`config.mk`:
```
export PLATFORM = sky130hd
export DESIGN_NAME = bplc_top
export DESIGN_NICKNAME = d
export VERILOG_FILES = /design/src/design/bplc_pkg.sv /design/src/design/bplc_top.sv /design/src/design/bplc_timer.sv /design/src/design/bplc_search.sv
export VERILOG_INCLUDE_DIRS = /design/src /design/src/design
export SDC_FILE = /design/constraint.sdc
export NUM_CORES = 1
export LEC_CHECK = 0
export BUFFER_PORTS_ARGS = -buffer_cell sky130_fd_sc_hd__buf_4
export CAP_MARGIN = 0
export CORE_ASPECT_RATIO = 0.5
export CORE_MARGIN = 5
export CORE_UTILIZATION = 45
export DETAILED_ROUTE_END_ITERATION = 8
export PLACE_DENSITY = 0.71
export SLEW_MARGIN = 20
export SYNTH_ARGS = -nofsm -noshare
export SYNTH_HDL_FRONTEND = slang
export SYNTH_SLANG_ARGS = --single-unit
```
`constraint.sdc`:
```
create_clock -name clk_in -period 6.5 [get_ports clk_in]
set_input_delay 0.975 -clock clk_in [delete_from_list [all_inputs] [get_ports clk_in]]
set_output_delay 0.975 -clock clk_in [all_outputs]
set_load 0.03 [all_outputs]
```
`src/design/bplc_cfg.svh`:
```
/*
  constants of the burst power loop control: timing, register map, field positions.
  assumes a 10 MHz system clock; included by bare name.
*/
`ifndef BPLC_CFG_SVH
`define BPLC_CFG_SVH
// Behaviour
// - fault low when loop cannot hold target
// - bias clamped at ceiling, fault asserted
// - fault when bias cannot go lower
// - fault low throughout initialization
// - slow-start delay 450ns opens initialization
// - chip disabled: outputs off, loop reset
// - enable release starts init, 2.1/3.72us
// - init coarse search, then fine tracking
// - power-up continuous start takes 12us
// - first burst after reset starts 1.6us init
// - bursting or continuous never restarts init
// - init ends after three bursts or timeout
// - after init outputs follow burst gate
// - setting pin short turns outputs off
// - loop never raises bias above ceiling
// - burst low holds stored bias code
// - burst high adjusts bias code
// - startup pseudo-binary search against reference

`define BPLC_CLK_NS 100
`define BPLC_SLOW_NS 450
`define BPLC_INIT_EN_NS 2100
`define BPLC_INIT_LONG_NS 3720
`define BPLC_INIT_PWR_NS 12000
`define BPLC_INIT_BURST_NS 1600
`define BPLC_CYC_UP(ns) (((ns) + `BPLC_CLK_NS - 1) / `BPLC_CLK_NS)
`define BPLC_INIT_BURSTS 2'h3

`define BPLC_REG_CTRL 4'h0
`define BPLC_REG_STATUS 4'h4
`define BPLC_REG_BIAS 4'h8
`define BPLC_CTRL_OPEN_BIT 0
`define BPLC_CTRL_RST 1'h0
`define BPLC_BIAS_CEIL_LSB 16
`endif

```
`src/design/bplc_pkg.sv`:
```
/*
  types of the burst power loop control.
  assumes bplc_cfg.svh for the numeric constants.
*/
package bplc_pkg;
  typedef enum logic [2:0] {
    BPLC_OFF = 3'b000,
    BPLC_WAIT = 3'b001,
    BPLC_SLOW = 3'b010,
    BPLC_SEARCH = 3'b011,
    BPLC_FINE = 3'b100
  } bplc_state_type;

  typedef struct packed {
    logic pos;
    logic neg;
  } bplc_burst_type;

  typedef struct packed {
    logic [1:0] bursts;
    logic cause_pwr;
    logic burst_wait;
    logic fine;
    logic init;
    logic fault;
    bplc_state_type state;
  } bplc_status_type;
endpackage

```
`src/design/bplc_top.sv`:
```
/*
  burst power loop control: start detection, slow-start and init timing,
  bias search and tracking, output gating, fault flag and register port.
  assumes synchronous inputs, a comparator flag for monitor vs target,
  and a digital code for the resistor-set ceiling.
*/
`timescale 1ns/1ns
`include "bplc_cfg.svh"
module bplc_top
  import bplc_pkg::*;
#(
  parameter int BIAS_W = 8,
  parameter int UPDATE_CYC = 4,
  parameter int MIN_ON_CYC = 6
)(
  // clock and reset
  input wire logic clk_in,
  input wire logic rst_n_in,
  // chip control
  input wire logic chip_en_n_in,
  input wire logic supply_ok_in,
  input wire logic long_burst_sel_in,
  input wire bplc_burst_type burst_gate_in,
  // sense and settings
  input wire logic monitor_above_in,
  input wire logic [BIAS_W-1:0] bias_ceiling_set_in,
  input wire logic bias_ceiling_short_in,
  input wire logic modulation_level_short_in,
  // register port
  input wire logic [3:0] reg_addr_in,
  input wire logic [31:0] reg_wdata_in,
  input wire logic reg_wr_in,
  input wire logic reg_rd_in,
  output logic [31:0] reg_rdata_out,
  // laser drive
  output logic bias_en_out,
  output logic mod_en_out,
  output logic [BIAS_W-1:0] bias_code_out,
  output logic loop_fault_n_out
);
  localparam logic [7:0] SLOW_LAST = 8'(`BPLC_CYC_UP(`BPLC_SLOW_NS) - 1);
  localparam logic [7:0] EN_LAST = 8'(`BPLC_CYC_UP(`BPLC_INIT_EN_NS) - 1);
  localparam logic [7:0] LONG_LAST = 8'(`BPLC_CYC_UP(`BPLC_INIT_LONG_NS) - 1);
  localparam logic [7:0] PWR_LAST = 8'(`BPLC_CYC_UP(`BPLC_INIT_PWR_NS) - 1);
  localparam logic [7:0] BURST_LAST = 8'(`BPLC_CYC_UP(`BPLC_INIT_BURST_NS) - 1);
  localparam logic [7:0] TICK_LAST = 8'(UPDATE_CYC - 1);
  localparam logic [7:0] MIN_ON = 8'(MIN_ON_CYC);

  ////////////////////////////////////////////////////////////////////////
  // state
  bplc_state_type state;
  bplc_state_type next_state;
  logic cause_pwr;
  logic burst_wait;
  logic [7:0] init_last;
  logic burst_prev;
  logic [7:0] on_cnt;
  logic [1:0] burst_cnt;
  logic stuck;
  logic open_loop;
  logic [7:0] init_count;
  logic init_expired;
  logic tick;
  logic [BIAS_W-1:0] code;
  logic at_ceiling;
  logic at_floor;

  ////////////////////////////////////////////////////////////////////////
  // decode
  wire logic dis = chip_en_n_in || !supply_ok_in;
  wire logic burst_true = burst_gate_in.pos && !burst_gate_in.neg;
  wire logic shorted = bias_ceiling_short_in || modulation_level_short_in;
  wire logic st_off = (state == BPLC_OFF);
  wire logic st_wait = (state == BPLC_WAIT);
  wire logic st_slow = (state == BPLC_SLOW);
  wire logic st_search = (state == BPLC_SEARCH);
  wire logic st_fine = (state == BPLC_FINE);
  wire logic in_init = st_slow || st_search;
  wire logic burst_fall = burst_prev && !burst_true;
  wire logic compliant = burst_fall && (on_cnt >= MIN_ON);
  wire logic bursts_done = (burst_cnt == `BPLC_INIT_BURSTS);
  wire logic slow_done = st_slow && (init_count == SLOW_LAST);
  wire logic init_done = st_search && (init_expired || bursts_done);
  wire logic [7:0] start_last = burst_wait ? BURST_LAST :
                                cause_pwr ? PWR_LAST :
                                long_burst_sel_in ? LONG_LAST : EN_LAST;
  wire logic update = tick && (st_search || st_fine);
  wire logic need_up = !monitor_above_in;
  wire logic next_stuck = (need_up && at_ceiling) || (!need_up && at_floor);
  wire logic drive_on = !dis && burst_true && !shorted && (st_search || st_fine);
  wire logic [BIAS_W-1:0] clamped = (code > bias_ceiling_set_in) ? bias_ceiling_set_in : code;
  wire logic [BIAS_W-1:0] next_bias = open_loop ? bias_ceiling_set_in : clamped;
  wire bplc_status_type status = '{bursts: burst_cnt, cause_pwr: cause_pwr,
                                   burst_wait: burst_wait, fine: st_fine, init: in_init,
                                   fault: !loop_fault_n_out, state: state};
  wire logic [31:0] bias_word = (32'(bias_ceiling_set_in) << `BPLC_BIAS_CEIL_LSB) | 32'(code);
  wire logic [31:0] next_rdata = !reg_rd_in ? 32'h0000_0000 :
                                 (reg_addr_in == `BPLC_REG_CTRL) ? 32'(open_loop) :
                                 (reg_addr_in == `BPLC_REG_STATUS) ? 32'(status) :
                                 (reg_addr_in == `BPLC_REG_BIAS) ? bias_word : 32'h0000_0000;

  ////////////////////////////////////////////////////////////////////////
  // sequencing
  always_comb
  begin
    next_state = state;
    case (state)
      BPLC_OFF: next_state = BPLC_WAIT;
      BPLC_WAIT:
        if (burst_true)
          next_state = BPLC_SLOW;
      BPLC_SLOW:
        if (slow_done)
          next_state = BPLC_SEARCH;
      BPLC_SEARCH:
        if (init_done)
          next_state = BPLC_FINE;
      BPLC_FINE: next_state = BPLC_FINE;
      default: next_state = BPLC_OFF;
    endcase
    if (dis)
      next_state = BPLC_OFF;
  end

  always_ff @(posedge clk_in or negedge rst_n_in)
  begin
    if (!rst_n_in)
      state <= BPLC_OFF;
    else
      state <= next_state;
  end

  always_ff @(posedge clk_in or negedge rst_n_in)
  begin
    if (!rst_n_in)
    begin
      cause_pwr <= 1'b1;
      burst_wait <= 1'b0;
      init_last <= '0;
    end
    else if (st_off)
    begin
      // reset or a supply drop marks power-up; only an enable toggle with supply up clears it
      if (!supply_ok_in)
        cause_pwr <= 1'b1;
      else if (chip_en_n_in)
        cause_pwr <= 1'b0;
      burst_wait <= 1'b0;
    end
    else if (st_wait)
    begin
      if (!burst_true)
        burst_wait <= 1'b1;
      init_last <= start_last;
    end
  end

  ////////////////////////////////////////////////////////////////////////
  // burst counting
  always_ff @(posedge clk_in or negedge rst_n_in)
  begin
    if (!rst_n_in)
    begin
      burst_prev <= 1'b0;
      on_cnt <= '0;
      burst_cnt <= '0;
    end
    else
    begin
      burst_prev <= burst_true;
      on_cnt <= !burst_true ? 8'h00 : (on_cnt == 8'hff) ? on_cnt : on_cnt + 8'h01;
      if (!in_init)
        burst_cnt <= '0;
      else if (compliant && !bursts_done)
        burst_cnt <= burst_cnt + 2'h1;
    end
  end

  ////////////////////////////////////////////////////////////////////////
  // timers and bias search
  bplc_timer #(.W(8)) u_init_timer (
    .clk_in(clk_in),
    .rst_n_in(rst_n_in),
    .clear_in(!in_init),
    .run_in(in_init),
    .limit_in(init_last),
    .count_out(init_count),
    .expired_out(init_expired)
  );

  bplc_timer #(.W(8)) u_tick_timer (
    .clk_in(clk_in),
    .rst_n_in(rst_n_in),
    .clear_in(!burst_true),
    .run_in(burst_true && (st_search || st_fine)),
    .limit_in(TICK_LAST),
    .count_out(),
    .expired_out(tick)
  );

  bplc_search #(.W(BIAS_W)) u_search (
    .clk_in(clk_in),
    .rst_n_in(rst_n_in),
    .clear_in(st_off || st_wait),
    .update_in(update),
    .fine_in(st_fine),
    .lower_in(monitor_above_in),
    .ceiling_in(bias_ceiling_set_in),
    .code_out(code),
    .at_ceiling_out(at_ceiling),
    .at_floor_out(at_floor)
  );

  ////////////////////////////////////////////////////////////////////////
  // fault and drive
  always_ff @(posedge clk_in or negedge rst_n_in)
  begin
    if (!rst_n_in)
      stuck <= 1'b0;
    else if (!st_fine)
      stuck <= 1'b0;
    else if (update)
      stuck <= next_stuck;
  end

  always_ff @(posedge clk_in or negedge rst_n_in)
  begin
    if (!rst_n_in)
    begin
      loop_fault_n_out <= 1'b1;
      bias_en_out <= 1'b0;
      mod_en_out <= 1'b0;
      bias_code_out <= '0;
    end
    else
    begin
      loop_fault_n_out <= !(in_init || stuck);
      bias_en_out <= drive_on;
      mod_en_out <= drive_on;
      bias_code_out <= dis ? '0 : next_bias;
    end
  end

  ////////////////////////////////////////////////////////////////////////
  // register port
  always_ff @(posedge clk_in or negedge rst_n_in)
  begin
    if (!rst_n_in)
    begin
      open_loop <= `BPLC_CTRL_RST;
      reg_rdata_out <= 32'h0000_0000;
    end
    else
    begin
      if (reg_wr_in && (reg_addr_in == `BPLC_REG_CTRL))
        open_loop <= reg_wdata_in[`BPLC_CTRL_OPEN_BIT];
      reg_rdata_out <= next_rdata;
    end
  end
endmodule

```
`src/design/bplc_timer.sv`:
```
/*
  elapsed-cycle counter with clear, run and a terminal pulse.
  assumes one clock, asynchronous active-low reset.
*/
`timescale 1ns/1ns
module bplc_timer
  import bplc_pkg::*;
#(
  parameter int W = 8
)(
  // clock and reset
  input wire logic clk_in,
  input wire logic rst_n_in,
  // control
  input wire logic clear_in,
  input wire logic run_in,
  input wire logic [W-1:0] limit_in,
  // state
  output logic [W-1:0] count_out,
  output logic expired_out
);
  wire logic at_limit = (count_out == limit_in);

  assign expired_out = run_in && at_limit;

  always_ff @(posedge clk_in or negedge rst_n_in)
  begin
    if (!rst_n_in)
      count_out <= '0;
    else if (clear_in || expired_out)
      count_out <= '0;
    else if (run_in)
      count_out <= count_out + W'(1);
  end
endmodule

```
`src/design/bplc_search.sv`:
```
/*
  bias code register: halving-step search, then one-unit tracking.
  assumes updates only while the comparator result is valid.
*/
`timescale 1ns/1ns
module bplc_search
  import bplc_pkg::*;
#(
  parameter int W = 8
)(
  // clock and reset
  input wire logic clk_in,
  input wire logic rst_n_in,
  // control
  input wire logic clear_in,
  input wire logic update_in,
  input wire logic fine_in,
  input wire logic lower_in,
  input wire logic [W-1:0] ceiling_in,
  // state
  output logic [W-1:0] code_out,
  output logic at_ceiling_out,
  output logic at_floor_out
);
  logic [W-1:0] step;
  wire logic [W-1:0] use_step = fine_in ? W'(1) : step;
  wire logic [W:0] up_sum = {1'b0, code_out} + {1'b0, use_step};
  wire logic [W-1:0] up_code = (up_sum > {1'b0, ceiling_in}) ? ceiling_in : up_sum[W-1:0];
  wire logic [W-1:0] dn_code = (code_out > use_step) ? code_out - use_step : '0;
  wire logic [W-1:0] next_code = lower_in ? dn_code : up_code;
  wire logic [W-1:0] next_step = (step > W'(1)) ? (step >> 1) : W'(1);

  assign at_ceiling_out = (code_out >= ceiling_in);
  assign at_floor_out = (code_out == '0);

  always_ff @(posedge clk_in or negedge rst_n_in)
  begin
    if (!rst_n_in)
    begin
      code_out <= '0;
      step <= W'(1) << (W - 1);
    end
    else if (clear_in)
    begin
      code_out <= '0;
      step <= W'(1) << (W - 1);
    end
    else if (update_in)
    begin
      code_out <= next_code;
      step <= next_step;
    end
  end
endmodule

```
==> impl_metrics.json <==
{
  "outcome": "finished clean",
  "tightest_slew_ns": 1.02,
  "max-clock-path-buffers": 2,
  "cts_buffers": 9,
  "synthSimpleGateAreaFrac": 0.196,
  "core-area_mm2": 0.0111,
  "cp_max_fo": 14,
  "p_leak_uw": 0.00287,
  "finalHoldViolCount": 0,
  "seqPwrFrac": 0.477,
  "cts.sinks": 85,
  "start_util": 0.468,
  "finalCriticalPeriod_ns": 4.74,
  "synthAdderAreaFrac": 0.0988,
  "htree_levels": 3,
  "use_met1": 0.240,
  "synth-compound-area-share": 0.161,
  "dp.final_hpwl_um": 9060,
  "critical_path.slowest_cell": "or3b_1",
  "grt_usage": 0.179,
  "grt_pass1_vias": 3985,
  "avgSynthCellArea_um2": 9.32,
  "ios": 99,
  "antenna_found_initial": 0,
  "nets": 700,
  "synth_top_family_by_area": "simple AND/OR/NAND/NOR gates",
  "crit_chain": "or3b_1, nand2b_1, ha_1, inv_1, fa_1, o21bai_1, a21oi_1, xor2_1, ha_1, and4_1, a221o_1, a221o_1, a21oi_2, a21oi_1, o31ai_1",
  "p_sw_uw": 306,
  "routed_wl_um": 12200,
  "synthXorXnorAreaFrac": 0.0504,
  "cp.required_ns": 6.72,
  "drtIter0Drc": 270,
  "synth_cell_type_count": 63,
  "maxCapViolCount": 0,
  "clock_skew_ns": 0.00667,
  "vias": 4245,
  "arrival_ns": 4.96,
  "setup_violations": 0,
  "rsz0062_at_grt": "no",
  "die_w_um": 162,
  "tns_ns": 0,
  "placementRows": 27,
  "clk_pin_slew_ns": 0.07,
  "min-delay-path-class": "register to register",
  "worst_skew_pair.late_latency_ns": 0.35,
  "yosysWarningCount": 0,
  "clockPowerShare": 0.429,
  "grt_pass1_wl_um": 20000,
  "synth-edff-count": 0,
  "synthMuxAreaShare": 0.0254,
  "met3_usage": 0.0466,
  "cts-resized-gates": 0,
  "root_buffer": "clkbuf_16",
  "grt_use_met2": 0.283,
  "netlist_instances": 560,
  "drtPass1Iterations": 5,
  "grt_remaining_overflow": 0,
  "ys.flop_type": "dfrtp_1",
  "vias_per_cell": 5.63,
  "intPower_uw": 857,
  "syn_to_final_growth_pct": 13.9,
  "path_class": "register to register",
  "syn-cell-area_mm2": 0.00522,
  "max_freq_mhz": 211,
  "crit_path_start_kind": "register",
  "async_flop_share": 1.00,
  "port_buffers": 53,
  "layout_common_cells": "dfrtp_1 (82), nor2_1 (57), buf_4 (54)",
  "place.gp.congestion": 0.885,
  "drc": 0,
  "die_h_um": 86.1,
  "critical-path-max-stage-delay_ns": 0.68,
  "grt_max_degree": 56,
  "post_cts_buffers": 0,
  "power_density_mw_per_mm2": 196,
  "postRouteAntennaNets": 0,
  "p_sw_frac": 0.263,
  "layout-drive-gt1-share": 0.136,
  "antenna_cells": 0,
  "end_kind": "register",
  "die_area_mm2": 0.0140,
  "period_share": 0.729,
  "layout_commonest_cell": "dfrtp_1",
  "drv_slew": 0,
  "cts_tree": "yes",
  "synth_seq_cells": 85,
  "synth-seq-area-share": 0.408,
  "ir_drop_mv": 0.106,
  "relSlewSlack": 0.321,
  "total_power_uw": 1160,
  "grt-busiest-layer": "met2",
  "holdBufCountCts": 0,
  "wl_per_cell_um": 16.2,
  "combPwrFrac": 0.094
}
==> registers in the layout, indices dropped and copies added (netlist names), 2 cells and up <==
signal,count
u_search.code_out,8
u_init_timer.count_out,8
u_tick_timer.count_out,8
burst_cnt,2
bias_code_out,8
state,3
u_search.step,8
reg_rdata_out,18
init_last,7
on_cnt,8
==> stage by stage <==
stage	instances	hold WS [ns]	util	worst slack (ns)	area (um2)
after global placement	738	0.387	0.508	1.91	5660
final	754	0.400	0.533	1.76	5940
after global routing	754	0.416	0.533	1.51	5940
after CTS	754	0.398	0.533	1.84	5940
after detailed placement	738	0.397	0.508	1.89	5660
after floorplan	573	0.363	-	2.48	5270
==> kinds of logic after synthesis <==
| kind of cell | count (synthesis) |
|---|---|
| adders and majority gates | 40 |
| DFF | 85 |
| xor gates and xnor gates | 30 |
| buffers and inverters | 65 |
| AOI/OAI and AO/OA | 119 |
| muxes | 13 |
| and+or+nand+nor | 207 |
| other | 1 |
==> final cells by class <==
type | instances | area (um2)
Clock buffer | 11 | 243
Inverter | 31 | 116
Clock inverter | 5 | 41.3
Tap cell | 145 | 181
Sequential cell | 85 | 2130
Fill cell | 1022 | 5200
Timing Repair Buffer | 54 | 405
Multi-Input combinational cell | 423 | 2830
==> layer usage <==
metal  part of all wire  routed length (um)
met2               0.46                5640
met5                  0                   0
met1               0.46                5670
met3              0.059                 726
met4              0.017                 210
==> critical path, delay by kind of cell, from the launching register on <==
kind            cells  cell delay (ns)
simple gates        3             1.09
compound gates      7             1.82
flops               1             0.49
xor+xnor            1             0.26
buf+inv             1             0.06
fa+ha+maj           3             0.89
==> power by group through the flow <==
stage	clock network, uW	registers (uW)	logic, uW
2_1_floorplan	0	567	69.5
3_3_place_gp	0	564	107
3_5_place_dp	0	565	110
4_1_cts	511	555	111
5_1_grt	531	557	122
6_report	499	555	109
==> path summary, 6_finish.rpt <==
check / from / endpoint / slack (ns) / cells after the start
max in group asynchronous: rst_n_in / u_init_timer.count_out[6] / 4.88 / 2
worst max register to register: state[1] / u_search.code_out[4] / 1.76 / 15
min in group asynchronous: rst_n_in / u_search.code_out[5] / 0.57 / 1
worst min-delay path: stuck / loop_fault_n_out / 0.40 / 1
worst max-delay path: state[1] / u_search.code_out[4] / 1.76 / 15
worst min register to register: stuck / loop_fault_n_out / 0.40 / 1
==> synthesized netlist by cell type, drive strengths merged, types with 3 or more instances <==
master | n | area [um2]
a211oi | 3 | 22.5
a21o | 4 | 30.0
a21oi | 23 | 123
a22o | 7 | 61.3
a22oi | 14 | 105
a31oi | 6 | 37.5
and2 | 8 | 50.1
and3 | 13 | 81.3
buf | 21 | 144
clkbuf | 13 | 48.8
dfrtp | 82 | 2050
dfstp | 3 | 78.8
ha | 38 | 475
inv | 31 | 116
mux2i | 11 | 110
nand2 | 49 | 184
nand2b | 10 | 62.6
nand3 | 15 | 75.1
nand3b | 4 | 30.0
nand4 | 7 | 43.8
nor2 | 58 | 220
nor2b | 8 | 50.1
nor3 | 17 | 85.1
nor3b | 3 | 22.5
nor4b | 3 | 26.3
o21a | 10 | 75.1
o21ai | 22 | 110
o31ai | 8 | 60.1
or2 | 3 | 18.8
xnor2 | 14 | 123
xor2 | 16 | 140
Power figures use the tool's default switching activity.
